==> config.mk <==
export PLATFORM = sky130hd
export DESIGN_NAME = oc_resp_regs
export DESIGN_NICKNAME = d
export VERILOG_FILES = /design/src/include/oc_resp_pkg.sv /design/src/hdl/oc_resp_regs.sv
export VERILOG_INCLUDE_DIRS = /design/src /design/src/include
export SDC_FILE = /design/constraint.sdc
export NUM_CORES = 1
export LEC_CHECK = 0
export BUFFER_PORTS_ARGS = -buffer_cell sky130_fd_sc_hd__buf_2
export CAP_MARGIN = 10
export CELL_PAD_IN_SITES_DETAIL_PLACEMENT = 1
export CELL_PAD_IN_SITES_GLOBAL_PLACEMENT = 2
export CORE_UTILIZATION = 30
export CTS_BUF_LIST = sky130_fd_sc_hd__clkbuf_8
export DETAILED_ROUTE_END_ITERATION = 16
export GPL_ROUTABILITY_DRIVEN = 0
export HOLD_SLACK_MARGIN = 0.12
export PLACE_DENSITY = 0.91
export SLEW_MARGIN = 20
export SYNTH_ARGS = -nofsm -noshare
export SYNTH_HDL_FRONTEND = slang
export SYNTH_SLANG_ARGS = --single-unit
==> constraint.sdc <==
create_clock -name clk -period 2.05 [get_ports clk]
set_input_delay 0 -clock clk [delete_from_list [all_inputs] [get_ports clk]]
set_output_delay 0 -clock clk [all_outputs]
set_load 0.01 [all_outputs]
==> src/include/oc_resp_params.svh <==
/*
 * Holds command codes, field positions, power-up values, limits and timing
 * counts for the overcurrent response and warning registers.
 * Assumes a 100 MHz core clock and inclusion by bare name.
 */
`ifndef OC_RESP_PARAMS_SVH
`define OC_RESP_PARAMS_SVH

// ***************************************************************
// Command codes and pages
// ***************************************************************
`define CMD_OC_RESP       8'h47
`define CMD_OC_WARN       8'h4a
`define PAGE_CH1          2'h0
`define PAGE_CH2          2'h1
`define PAGE_BOTH         2'h3

// ***************************************************************
// Response register layout and power-up value
// ***************************************************************
`define RESP_RETRY_HI     5
`define RESP_RETRY_LO     3
`define RESP_RSVD_VAL     2'h0
`define RESP_DELAY_VAL    3'h7
`define RESP_RESET        8'h3f
`define RETRY_NONE        3'h0
`define RETRY_FOREVER     3'h7

// ***************************************************************
// Warning limit layout, power-up value and range
// ***************************************************************
`define WARN_MANT_HI      10
`define WARN_EXP_VAL      5'h1f
`define WARN_RESET        16'hf836
`define WARN_MANT_RESET   11'h036
`define WARN_MANT_MIN     11'h004
`define WARN_MANT_MAX     11'h062
`define FAULT_MANT_RESET  11'h03c
`define FAULT_MANT_MIN    11'h006
`define FAULT_MANT_MAX    11'h064

// ***************************************************************
// Timing
// ***************************************************************
`define CLK_PERIOD_NS     10
`define SS_UNIT_NS        10000
`define SS_UNIT_CYC       (`SS_UNIT_NS / `CLK_PERIOD_NS)
`define RETRY_DELAY_UNITS 3'h7
`define SOFT_START_UNITS  3'h1

`endif

==> src/include/oc_resp_pkg.sv <==
/*
 * Types shared by the overcurrent response block: channel states and the
 * packed carriers of the command port and the status outputs.
 * Assumes nothing beyond a SystemVerilog compiler.
 */
package oc_resp_pkg;

  typedef enum logic [2:0]
  {
    ST_OFF     = 3'b000,
    ST_SOFT    = 3'b001,
    ST_RUN     = 3'b010,
    ST_RETRY   = 3'b011,
    ST_LATCHED = 3'b100
  } chan_state_t;

  typedef struct packed
  {
    logic        valid;
    logic        write;
    logic [7:0]  code;
    logic [1:0]  page;
    logic [15:0] wdata;
  } cmd_req_t;

  typedef struct packed
  {
    logic        ack;
    logic        nack;
    logic [15:0] rdata;
  } cmd_rsp_t;

  typedef struct packed
  {
    logic byte_ocf;
    logic byte_other;
    logic word_overcurrent_fault_or_warn_bit;
    logic iout_ocf;
    logic iout_ocw;
  } chan_status_t;

  typedef struct packed
  {
    logic byte_cml;
    logic cml_ivd;
    logic invalid_command_fault;
  } comm_status_t;

endpackage : oc_resp_pkg

==> src/hdl/oc_resp_regs.sv <==
/*
 * Overcurrent fault response and warning limit registers of two channels,
 * status flags, alert and per-channel restart sequencing.
 * Assumes commands arrive already decoded from the bus as one-cycle
 * requests, and that the fault threshold, current readings and fault
 * comparators come from outside, synchronous to clk.
 */
// Summary of operation
// - Overcurrent fault sets byte, word and current status bits and raises alert.
// - Response register action applies to overcurrent and output undervoltage faults.
// - Delay field bits 2:0 read as 7, writes ignored.
// - Bits 7:6 read zero, writes ignored.
// - Page 0 selects channel 1, page 1 channel 2, page 11 writes both.
// - Slave channel 2 uses channel 1 values; channel 1 always writable.
// - Write to slave channel 2 is NACKed, invalid command flagged, alert raised.
// - Retry 000 latches output off until faults are cleared.
// - Retry 111 repeats wait then soft start until off or shut down.
// - Retry other than 000 or 111 rejected with cml, ivd and alert.
// - Power-up loads response 00111111; stored user values may replace it.
// - Current above warning sets warn, other, fault-or-warn bits and alert.
// - Warning written above fault threshold flags cml, ivd and alert.
// - Warning word has fixed exponent 11111 and writable 11-bit mantissa.
// - Warning mantissa defaults to 54, valid from 4 to 98.
// - Power-up warning word is 1111 1000 0011 0110, 27 A.
// - Fault threshold mantissa defaults 60, valid 6 to 100, checked against.
`timescale 1ns/1ps
`include "oc_resp_params.svh"

module oc_resp_regs
  import oc_resp_pkg::*;
#(
  parameter int SS_UNIT_CYC = `SS_UNIT_CYC
)
(
  input  wire logic                clk,
  input  wire logic                rst,
  input  wire cmd_req_t            cmd,
  output      cmd_rsp_t            rsp,
  input  wire logic                ch2_slave,
  input  wire logic                nvm_load,
  input  wire logic [7:0]          nvm_resp,
  input  wire logic [15:0]         nvm_warn,
  input  wire logic [1:0][10:0]    fault_mant,
  input  wire logic                meas_update,
  input  wire logic [1:0][10:0]    iout_mant,
  input  wire logic [1:0]          oc_fault_in,
  input  wire logic [1:0]          uv_fault_in,
  input  wire logic [1:0]          ch_on,
  input  wire logic [1:0]          other_shutdown,
  input  wire logic                clear_faults,
  output      logic [1:0]          out_en,
  output      chan_status_t [1:0]  chan_status,
  output      comm_status_t        comm_status,
  output      logic                alert_line
);

  // ***************************************************************
  // Register file and command port
  // ***************************************************************
  logic [2:0]   retry_r [2];
  logic [2:0]   retry_nxt [2];
  logic [10:0]  warn_r [2];
  logic [10:0]  warn_nxt [2];
  logic [2:0]   retry_eff [2];
  logic [10:0]  warn_eff [2];
  cmd_rsp_t     rsp_r;
  cmd_rsp_t     rsp_nxt;
  comm_status_t comm_set;
  logic         hit_resp;
  logic         hit_warn;
  logic         page_ok;

  // Slave channel 2 follows channel 1; its own copy is kept but unused
  assign retry_eff[0] = retry_r[0];
  assign warn_eff[0]  = warn_r[0];
  assign retry_eff[1] = ch2_slave ? retry_r[0] : retry_r[1];
  assign warn_eff[1]  = ch2_slave ? warn_r[0] : warn_r[1];

  assign hit_resp = cmd.code == `CMD_OC_RESP;
  assign hit_warn = cmd.code == `CMD_OC_WARN;
  assign page_ok  = cmd.page != 2'h2;

  always_comb
  begin
    logic       sel0;
    logic       sel1;
    logic       rd_ch;
    logic [2:0] wr_retry;
    logic [10:0] wr_mant;
    logic       mant_bad;
    sel0      = 1'b0;
    sel1      = 1'b0;
    rd_ch     = 1'b0;
    wr_retry  = cmd.wdata[`RESP_RETRY_HI:`RESP_RETRY_LO];
    wr_mant   = cmd.wdata[`WARN_MANT_HI:0];
    mant_bad  = 1'b0;
    retry_nxt = retry_r;
    warn_nxt  = warn_r;
    rsp_nxt   = '0;
    comm_set  = '0;
    if (nvm_load)
    begin
      // Stored user values replace the power-up defaults
      retry_nxt[0] = nvm_resp[`RESP_RETRY_HI:`RESP_RETRY_LO];
      retry_nxt[1] = nvm_resp[`RESP_RETRY_HI:`RESP_RETRY_LO];
      warn_nxt[0]  = nvm_warn[`WARN_MANT_HI:0];
      warn_nxt[1]  = nvm_warn[`WARN_MANT_HI:0];
    end
    else if (cmd.valid)
    begin
      if (!(hit_resp || hit_warn) || !page_ok)
      begin
        rsp_nxt.nack                   = 1'b1;
        comm_set.invalid_command_fault = 1'b1;
      end
      else if (cmd.write && cmd.page == `PAGE_CH2 && ch2_slave)
      begin
        rsp_nxt.nack                   = 1'b1;
        comm_set.invalid_command_fault = 1'b1;
      end
      else if (cmd.write)
      begin
        rsp_nxt.ack = 1'b1;
        sel0 = cmd.page == `PAGE_CH1 || cmd.page == `PAGE_BOTH;
        sel1 = (cmd.page == `PAGE_CH2 || cmd.page == `PAGE_BOTH) && !ch2_slave;
        if (hit_resp)
        begin
          // Only the retry field is stored; fixed fields are rebuilt on read
          if (wr_retry != `RETRY_NONE && wr_retry != `RETRY_FOREVER)
          begin
            comm_set.byte_cml = 1'b1;
            comm_set.cml_ivd  = 1'b1;
          end
          else
          begin
            if (sel0)
              retry_nxt[0] = wr_retry;
            if (sel1)
              retry_nxt[1] = wr_retry;
          end
        end
        else
        begin
          mant_bad = $signed(wr_mant) < $signed(`WARN_MANT_MIN) ||
                     $signed(wr_mant) > $signed(`WARN_MANT_MAX);
          if (sel0 && $signed(wr_mant) > $signed(fault_mant[0]))
            mant_bad = 1'b1;
          if (sel1 && $signed(wr_mant) > $signed(fault_mant[1]))
            mant_bad = 1'b1;
          if (mant_bad)
          begin
            comm_set.byte_cml = 1'b1;
            comm_set.cml_ivd  = 1'b1;
          end
          else
          begin
            // Exponent bits of the write are dropped
            if (sel0)
              warn_nxt[0] = wr_mant;
            if (sel1)
              warn_nxt[1] = wr_mant;
          end
        end
      end
      else
      begin
        rsp_nxt.ack = 1'b1;
        rd_ch = cmd.page == `PAGE_CH2;
        if (hit_resp)
          rsp_nxt.rdata = {8'h00, `RESP_RSVD_VAL, retry_eff[rd_ch], `RESP_DELAY_VAL};
        else
          rsp_nxt.rdata = {`WARN_EXP_VAL, warn_eff[rd_ch]};
      end
    end
  end

  always_ff @(posedge clk or posedge rst)
  begin
    if (rst)
    begin
      retry_r[0] <= 3'(`RESP_RESET >> `RESP_RETRY_LO);
      retry_r[1] <= 3'(`RESP_RESET >> `RESP_RETRY_LO);
      warn_r[0]  <= 11'(`WARN_RESET);
      warn_r[1]  <= 11'(`WARN_RESET);
      rsp_r      <= '0;
    end
    else
    begin
      retry_r <= retry_nxt;
      warn_r  <= warn_nxt;
      rsp_r   <= rsp_nxt;
    end
  end

  assign rsp = rsp_r;

  // ***************************************************************
  // Status flags and alert
  // ***************************************************************
  chan_status_t [1:0] chan_r;
  chan_status_t [1:0] chan_nxt;
  comm_status_t       comm_r;
  comm_status_t       comm_nxt;
  logic               alert_r;
  logic               alert_nxt;
  logic [1:0]         warn_hit;

  always_comb
  begin
    chan_nxt = chan_r;
    for (int i = 0; i < 2; i++)
    begin
      // Set beats a clear arriving in the same cycle
      warn_hit[i] = meas_update && $signed(iout_mant[i]) > $signed(warn_eff[i]);
      if (clear_faults)
        chan_nxt[i] = '0;
      if (oc_fault_in[i])
      begin
        chan_nxt[i].byte_ocf  = 1'b1;
        chan_nxt[i].word_overcurrent_fault_or_warn_bit = 1'b1;
        chan_nxt[i].iout_ocf  = 1'b1;
        chan_nxt[i].iout_ocw  = 1'b1;
      end
      if (warn_hit[i])
      begin
        chan_nxt[i].iout_ocw   = 1'b1;
        chan_nxt[i].byte_other = 1'b1;
        chan_nxt[i].word_overcurrent_fault_or_warn_bit  = 1'b1;
      end
    end
    comm_nxt  = (clear_faults ? '0 : comm_r) | comm_set;
    alert_nxt = |chan_nxt || |comm_nxt;
  end

  always_ff @(posedge clk or posedge rst)
  begin
    if (rst)
    begin
      chan_r  <= '0;
      comm_r  <= '0;
      alert_r <= 1'b0;
    end
    else
    begin
      chan_r  <= chan_nxt;
      comm_r  <= comm_nxt;
      alert_r <= alert_nxt;
    end
  end

  assign chan_status = chan_r;
  assign comm_status = comm_r;
  assign alert_line  = alert_r;

  // ***************************************************************
  // Soft-start time unit divider
  // ***************************************************************
  logic [15:0] div_r;
  logic [15:0] div_nxt;
  logic        ss_tick;

  assign ss_tick = div_r == 16'(SS_UNIT_CYC - 1);

  always_comb
  begin
    div_nxt = ss_tick ? 16'h0000 : div_r + 16'h0001;
  end

  always_ff @(posedge clk or posedge rst)
  begin
    if (rst)
      div_r <= 16'h0000;
    else
      div_r <= div_nxt;
  end

  // ***************************************************************
  // Per-channel restart sequencing
  // ***************************************************************
  chan_state_t st_r [2];
  chan_state_t st_nxt [2];
  logic [2:0]  cnt_r [2];
  logic [2:0]  cnt_nxt [2];

  for (genvar g = 0; g < 2; g++)
  begin : g_chan
    logic fault;
    // Undervoltage shares the overcurrent response
    assign fault = oc_fault_in[g] || uv_fault_in[g];

    always_comb
    begin
      st_nxt[g]  = st_r[g];
      cnt_nxt[g] = cnt_r[g];
      case (st_r[g])
        ST_OFF:
        begin
          cnt_nxt[g] = 3'h0;
          if (ch_on[g] && !other_shutdown[g])
            st_nxt[g] = ST_SOFT;
        end
        ST_SOFT, ST_RUN:
        begin
          if (fault)
          begin
            cnt_nxt[g] = 3'h0;
            st_nxt[g]  = retry_eff[g] == `RETRY_NONE ? ST_LATCHED : ST_RETRY;
          end
          else if (st_r[g] == ST_SOFT && ss_tick)
          begin
            cnt_nxt[g] = cnt_r[g] + 3'h1;
            if (cnt_r[g] + 3'h1 == `SOFT_START_UNITS)
              st_nxt[g] = ST_RUN;
          end
        end
        ST_RETRY:
        begin
          // Hiccup wait of the fixed delay field before a new soft start
          if (ss_tick)
          begin
            cnt_nxt[g] = cnt_r[g] + 3'h1;
            if (cnt_r[g] == `RETRY_DELAY_UNITS - 3'h1)
            begin
              cnt_nxt[g] = 3'h0;
              st_nxt[g]  = ST_SOFT;
            end
          end
        end
        ST_LATCHED:
        begin
          if (clear_faults)
            st_nxt[g] = ST_OFF;
        end
        default:
          st_nxt[g] = ST_OFF;
      endcase
      // Commanded off or other shutdown ends any retry loop
      if (st_r[g] != ST_LATCHED && (!ch_on[g] || other_shutdown[g]))
        st_nxt[g] = ST_OFF;
    end

    always_ff @(posedge clk or posedge rst)
    begin
      if (rst)
      begin
        st_r[g]  <= ST_OFF;
        cnt_r[g] <= 3'h0;
      end
      else
      begin
        st_r[g]  <= st_nxt[g];
        cnt_r[g] <= cnt_nxt[g];
      end
    end

    assign out_en[g] = st_r[g] == ST_SOFT || st_r[g] == ST_RUN;
  end

  // ***************************************************************
  // Checks
  // ***************************************************************
  logic rd_resp_req;
  logic bad_retry_wr;
  logic slave_wr;

  assign rd_resp_req  = cmd.valid && !cmd.write && hit_resp && page_ok && !nvm_load;
  assign bad_retry_wr = cmd.valid && cmd.write && hit_resp && page_ok && !nvm_load &&
                        !(cmd.page == `PAGE_CH2 && ch2_slave) &&
                        wr_retry_bad(cmd.wdata[`RESP_RETRY_HI:`RESP_RETRY_LO]);
  assign slave_wr     = cmd.valid && cmd.write && cmd.page == `PAGE_CH2 && ch2_slave &&
                        (hit_resp || hit_warn) && !nvm_load;

  function automatic logic wr_retry_bad(input logic [2:0] v);
    wr_retry_bad = v != `RETRY_NONE && v != `RETRY_FOREVER;
  endfunction : wr_retry_bad

  AST_OCF_STATUS: assert property (@(posedge clk) disable iff (rst)
    oc_fault_in[0] |=> chan_status[0].byte_ocf && chan_status[0].word_overcurrent_fault_or_warn_bit &&
                       chan_status[0].iout_ocf && alert_line)
    else $error("overcurrent fault did not set status and alert");
  AST_UV_LATCH: assert property (@(posedge clk) disable iff (rst)
    (st_r[1] == ST_SOFT || st_r[1] == ST_RUN) && uv_fault_in[1] && ch_on[1] &&
    !other_shutdown[1] && retry_eff[1] == `RETRY_NONE |=> st_r[1] == ST_LATCHED && !out_en[1])
    else $error("undervoltage fault did not follow the response");
  AST_RESP_FIXED: assert property (@(posedge clk) disable iff (rst)
    rd_resp_req |=> rsp.ack && rsp.rdata[2:0] == `RESP_DELAY_VAL)
    else $error("delay field not read back as ones");
  AST_RESP_RSVD: assert property (@(posedge clk) disable iff (rst)
    rd_resp_req |=> rsp.rdata[15:6] == 10'h000)
    else $error("reserved response bits not zero");
  AST_SLAVE_NACK: assert property (@(posedge clk) disable iff (rst)
    slave_wr |=> rsp.nack && !rsp.ack && comm_status.invalid_command_fault && alert_line)
    else $error("write to slave channel not refused");
  AST_LATCH_HOLD: assert property (@(posedge clk) disable iff (rst)
    st_r[1] == ST_LATCHED && !clear_faults |=> st_r[1] == ST_LATCHED)
    else $error("latched channel left without a clear");
  AST_RETRY_LOOP: assert property (@(posedge clk) disable iff (rst)
    (st_r[0] == ST_SOFT || st_r[0] == ST_RUN) && oc_fault_in[0] && ch_on[0] &&
    !other_shutdown[0] && retry_eff[0] == `RETRY_FOREVER |=> st_r[0] == ST_RETRY && !out_en[0])
    else $error("unlimited retry did not enter the wait");
  AST_BAD_RETRY: assert property (@(posedge clk) disable iff (rst)
    bad_retry_wr |=> comm_status.byte_cml && comm_status.cml_ivd && alert_line &&
                     retry_r[0] == $past(retry_r[0]))
    else $error("illegal retry value accepted");
  AST_WARN_SET: assert property (@(posedge clk) disable iff (rst)
    warn_hit[0] |=> chan_status[0].iout_ocw && chan_status[0].byte_other &&
                    chan_status[0].word_overcurrent_fault_or_warn_bit && alert_line)
    else $error("current above warning not flagged");
  AST_BOTH_PAGES: assert property (@(posedge clk) disable iff (rst)
    cmd.valid && cmd.write && hit_warn && cmd.page == `PAGE_BOTH && !ch2_slave &&
    !nvm_load && !comm_set.cml_ivd |=> warn_r[0] == warn_r[1])
    else $error("page both did not reach both channels");

  COV_RETRY: cover property (@(posedge clk) disable iff (rst)
    st_r[0] == ST_RETRY ##1 st_r[0] == ST_SOFT);
  COV_LATCH: cover property (@(posedge clk) disable iff (rst)
    st_r[1] == ST_LATCHED ##1 st_r[1] == ST_OFF);
  COV_SLAVE: cover property (@(posedge clk) disable iff (rst) slave_wr);
  COV_WARN: cover property (@(posedge clk) disable iff (rst) warn_hit[0]);

endmodule : oc_resp_regs

* After elaboration in Yosys (flattened, before gate mapping) *
Index checks and enable logic that the tools add are counted.

word-level totals
  flip-flop bits (word level) = 88
  input bits = 110
  output and inout bits = 34

cells by class
  $add $sub $neg = 3
  magnitude comparators = 7
  equality and inequality tests = 42
  multiplexer cells = 93
  bitwise operators = 2
  reduce and logical (&&, ||, !) cells = 58

operators with widths
  kind                                              number
  two-way mux 22 bit                                7
  two-way mux 3 bit                                 36
  two-way mux 16 bit                                5
  two-way mux 11 bit                                6
  > comparator 11 bit                               4
  two-way mux 6 bit                                 7
  inequality test 3 bit (second input constant)     13
  two-way mux 18 bit                                2
  AND reduction 7 bit                               4
  one-hot mux 3 bit (4 select lines)                2
  one-hot mux 3 bit (3 select lines)                2
  adder 16 x 1 -> 16 bit (second input constant)    1
  == test 16 x 10 -> 1 bit (second input constant)  1
  == test 8 x 7 -> 1 bit (second input constant)    2
  two-way mux 1 bit                                 16
  two-way mux 2 bit                                 8
  inequality test 2 bit (second input constant)     8
  inequality test 4 bit (second input constant)     4
  logical AND 1 bit                                 14
  == test 3 x 1 -> 1 bit (second input constant)    4
  == test 3 x 2 -> 1 bit (second input constant)    4
  == test 3 bit (second input constant)             4
  logical NOT 3 bit                                 4
  logical OR 1 bit                                  12
  18 further kinds                                  35

* Logic depth before layout (Yosys ltp) *
  depth in word-level cells = 21
  depth in mapped cells = 11
  depth with buffers taken out = 9

* Worst setup path after synthesis *
No wires, ideal clock.

  path type = input to register
  from = input port ch2_slave
  to = register alert_r, in the netlist alert_line
  setup time = 127 ps
  arrival time = 2394 ps
  path slack = -471 ps
  cell stages on the path = 11
  buffers on the path = 2
  path through = clkbuf_1 clkbuf_1 mux2i_1 ha_1 nor2b_1 o21a_1 o21ai_0 o2111ai_1 a41oi_1 nand3_1 or2_2

on the way
  longest elaborated chain between the ends = 20

RTL lines
  what                    RTL line             RTL
  start: declaration      oc_resp_regs.sv:39   input wire logic ch2_slave,
  logical NOT 1 bit       oc_resp_regs.sv:125  sel1 = (cmd.page == `PAGE_CH2 || cmd.page == `PAGE_BOTH) && !ch2_slave;
  logical AND 1 bit       oc_resp_regs.sv:125
  logical AND 1 bit       oc_resp_regs.sv:148  if (sel1 && $signed(wr_mant) > $signed(fault_mant[1]))
  two-way mux 1 bit       oc_resp_regs.sv:148
  two-way mux 1 bit       oc_resp_regs.sv:126  if (hit_resp)
  two-way mux 1 bit       oc_resp_regs.sv:121  else if (cmd.write)
  two-way mux 1 bit       oc_resp_regs.sv:116  else if (cmd.write && cmd.page == `PAGE_CH2 && ch2_slave)
  two-way mux 1 bit       oc_resp_regs.sv:111  if (!(hit_resp || hit_warn) || !page_ok)
  [5 not listed]          n/a
  two-way mux 2 bit       oc_resp_regs.sv:116
  two-way mux 2 bit       oc_resp_regs.sv:111
  two-way mux 3 bit       oc_resp_regs.sv:109  else if (cmd.valid)
  two-way mux 3 bit       oc_resp_regs.sv:101  if (nvm_load)
  OR 3 bit                oc_resp_regs.sv:231  comm_nxt = (clear_faults ? '0 : comm_r) | comm_set;
  OR reduction 3 bit      oc_resp_regs.sv:232  alert_nxt = |chan_nxt || |comm_nxt;
  logical OR 1 bit (*)    oc_resp_regs.sv:232
  named net alert_nxt     oc_resp_regs.sv:205  logic alert_nxt;
  end signal: assignment  oc_resp_regs.sv:247  alert_r <= alert_nxt;
  end: declaration        oc_resp_regs.sv:204  logic alert_r;

Mark *: on every way through the listed nets, which the timed path passes. The rest lies on a longest branch. The select of a mux whose other input is x is not followed.
A chain may end at the register's enable or synchronous reset.

* Final worst setup path *
  from = register warn_r, in the netlist warn_eff[16]
  to = register alert_r, in the netlist alert_line

on the way
  longest elaborated chain between the ends = 6

RTL lines
  what                                                    RTL line             RTL
  start: declaration                                      oc_resp_regs.sv:62   logic [10:0] warn_r [2];
  start signal: assignment                                oc_resp_regs.sv:190  warn_r <= warn_nxt;
  two-way mux 11 bit                                      oc_resp_regs.sv:77   assign warn_eff[1] = ch2_slave ? warn_r[0] : warn_r[1];
  > comparator 11 bit                                     oc_resp_regs.sv:214  warn_hit[i] = meas_update && $signed(iout_mant[i]) > $signed(warn_eff[i]);
  logical AND 1 bit                                       oc_resp_regs.sv:214
  two-way mux 1 bit or two-way mux 2 bit (tied branches)  oc_resp_regs.sv:224  if (warn_hit[i])
  OR reduction 10 bit (*)                                 oc_resp_regs.sv:232
  logical OR 1 bit (*)                                    oc_resp_regs.sv:232
  named net alert_nxt                                     oc_resp_regs.sv:205

Mark *: on every way through the listed nets, which the timed path passes. The rest lies on a longest branch.

==> results by group <==
Finish
  – Nets: 970
  – Layout cells sized above 1: around 37%
  – N_diodes: 0
  – Final cell count without fillers: between 1000 and 1500
  – Finished Cell Area: slightly below 0.008 mm2
  – Area Overhead vs Synth: 42.5%

Synthesis
  – Synth area leaders: dfrtp_1 (32%), ha_1 (12%), dfstp_2 (6.8%)
  – Syn Inst Count: ~580
  – Syn Std Cell Area: around 0.0054 mm2
  – Yosys top cell area share: between 30% and 40%
  – Most frequent cell after synthesis: dfrtp_1
  – Mapped Nets: 739
  – Seq cells post-synth: between 80 and 90
  – Top post-synthesis cells by count: dfrtp_1 (70), inv_1 (59), ha_1 (54), a21oi_1 (46), nor2_1 (46)
  – Fraction of registers with async set/reset: 100%
  – Post-synth EDFFs: 0
  – Yosys top cell by area: dfrtp_1
  – Post-synthesis average cell area: approximately 9.4 um2
  – Synth warn: 0
  – Synth Flop Type: dfrtp_1
  – Number of distinct library cells after synthesis: 54
  – Seq/Total Area, Yosys: 39.1%

Placement
  – PortBufs: about 130
  – Placed cell area: roughly 0.007 mm2
  – Post-DP HPWL: roughly 14000 um
  – # placed instances: between 900 and 1000

Outcome
  – Failing checks: setup timing
  – Status: finished, violations left

Die
  – Die width: around 140 um
  – Core area: around 0.017 mm2
  – FP Rows: 48
  – Top Ports: around 140
  – Die area: 0.0186 mm2
  – Starting Density: a little under a third
  – Die Height: roughly 140 um

Clocking
  – Clk root buf: clkbuf_8
  – Worst-skew pair later-pin latency: 0.38 ns
  – CTS H-tree depth: 3
  – Bufs on Longest Clock Path: 2
  – Worst-path clk slew: around 0.09 ns
  – CTS tree: yes
  – TritonCTS buffer count: 9
  – TritonCTS Sinks: 84

STA
  – Period utilization: 111%
  – Final hold violations: 0
  – RSZ-0062 raised after global routing: yes
  – Final Max Slew Viols: 0
  – Final setup viols: 10
  – Post-route setup slack: -0.230 ns
  – Worst-Margin Slew: roughly 0.69 ns
  – Worst hold slack: approximately 0.12 ns
  – Fin crit period: about 2.3 ns
  – Slew HR: between 50% and 60%
  – Setup Skew: between 0.009 and 0.01 ns
  – Setup Total Neg Slack: -1.19 ns
  – Fmax: between 400 and 500 MHz

Setup path
  – Stages on worst setup path: 9
  – Startpoint types: register
  – Worst Path Required: between 2 and 2.5 ns
  – CP Capture Type: register
  – Worst Path Max Fanout: 3
  – FF-to-FF setup slack: -0.23 ns
  – Slowest-stage cell, CP: dfstp_2
  – Crit path buf inv count: 0
  – Crit path DAT: between 2 and 3 ns
  – Crit Path Class: register to register
  – Cell family with most CP delay: simple AND/OR/NAND/NOR gates
  – Largest stage delay on the critical path: about 0.56 ns
  – Worst Reg2Reg Path Length in Cells: 9
  – Crit path cell chain: mux2i_2, ha_1, nand4_1, nor2_2, o21ai_2, a21o_1, a41oi_2, nand3_1, or2_4

Global routing
  – Total gr overflow: 0
  – Global-route usage over all layers: 19.6%
  – Initial antenna violation count: 0
  – Largest net degree at the start of global routing: 30
  – Vias in the first global route: around 5600
  – First-pass GRT wire length: 28300 um

Routing
  – Initial DRC count: approximately 140
  – WL final: 17300 um
  – Via Count: ~5200
  – First-pass detailed-route iteration total: 4
  – # DRC: 0
  – Antenna-violating nets left: 0
  – DR vias/cell: 4.98
  – Post-DR wirelength/cell: approximately 17 um

Power and ir drop
  – Pwr dens: 545 mW/mm2
  – Leakage: 0.00377 uW
  – Power Total: around 4200 uW
  – Max rail drop VDD: roughly 0.00024 V

Hold path
  – Worst Hold Class: input pin to register
  – Hold depth: 4

Flow run
  – Max cap viols: 0
==> area by class of cell <==
class                      count  area [um2]
clock buffer                  11         151
sequential                    84        2120
inverter                      59         238
timing repair buffer         239        1610
tap                          225         282
clock inverter                 5        60.1
multi-input combinational    413        3270
fill                        2054        9750
==> metal layers <==
layer / vias to the layer above / GRT usage [%] / part of all wire, %
met4: 0 / 5.56 / 1.5
met5: - / 0 / 0
met2: 130 / 34.3 / 49
met3: 17 / 2.95 / 3.8
li1: 2500 / - / -
met1: 2515 / 24.9 / 46
==> registers in the layout, indices dropped and copies added (netlist names) <==
name / count
cnt_r: 6
st_r: 6
div_r: 16
warn_eff: 11
comm_status: 3
retry_r: 3
warn_r: 11
rsp: 14
alert_line: 1
retry_eff: 3
chan_status: 10
==> cells in the final DEF (no fill, tap or decap), types with 20 or more instances in the layout <==
| master | n |
|---|---|
| a21oi_1 | 41 |
| mux2i_1 | 23 |
| ha_1 | 50 |
| dfrtp_1 | 70 |
| nor2_1 | 44 |
| o21ai_0 | 22 |
| inv_1 | 54 |
| nand2_1 | 30 |
| dlygate4sd3_1 | 31 |
| buf_4 | 74 |
| buf_2 | 128 |
| nand3_1 | 20 |
==> cell families after synthesis <==
logic type / Yosys count / share of synthesized area (%)
xor gates and xnor gates: 16 / 2.58
AOI/OAI and AO/OA: 139 / 16.7
buffers and inverters: 78 / 5.68
muxes: 38 / 7.29
adders and majority gates: 54 / 12.5
and+or+nand+nor: 166 / 16.2
DFF: 84 / 39.1
==> report_power, final <==
group | switching [uW] | internal (uW) | leakage, uW | total [uW]
clock | 636 | 632 | 0.000106 | 1270
sequential | 79.8 | 1770 | 0.00104 | 1850
combinational | 559 | 541 | 0.00263 | 1100
==> worst paths after layout <==
path	start	endpoint
setup / recovery	warn_eff[16]	alert_line
hold / removal	cmd[6]	warn_r[6]
setup reg to reg	warn_eff[16]	alert_line
hold reg to reg	warn_r[7]	warn_r[7]
max in group asynchronous	rst	cnt_r[3]
min in group asynchronous	rst	rsp[7]
==> through the flow <==
step	util [%]	setup WS, ns
2_1_floorplan	-	-0.106
6_report	44.2	-0.230
4_1_cts	43.8	-0.214
5_1_grt	44.2	-0.296
3_5_place_dp	39.8	-0.308
3_3_place_gp	39.8	-0.212
==> tightest hold or removal path, stage by stage <==
cell     delay [ns]
buf_2          0.13
buf_4          0.14
mux2i_1        0.06
a21oi_1        0.12
==> what timing repair did <==
item	CTS	global route
endpoints found under the setup margin	16	15
endpoints found under the hold margin	73	0
hold buffers	31	0
resized for setup	35	18
cloned	0	0
buffers inserted	6	2
pin swaps	20	17
(Power assumes the default switching activity.)
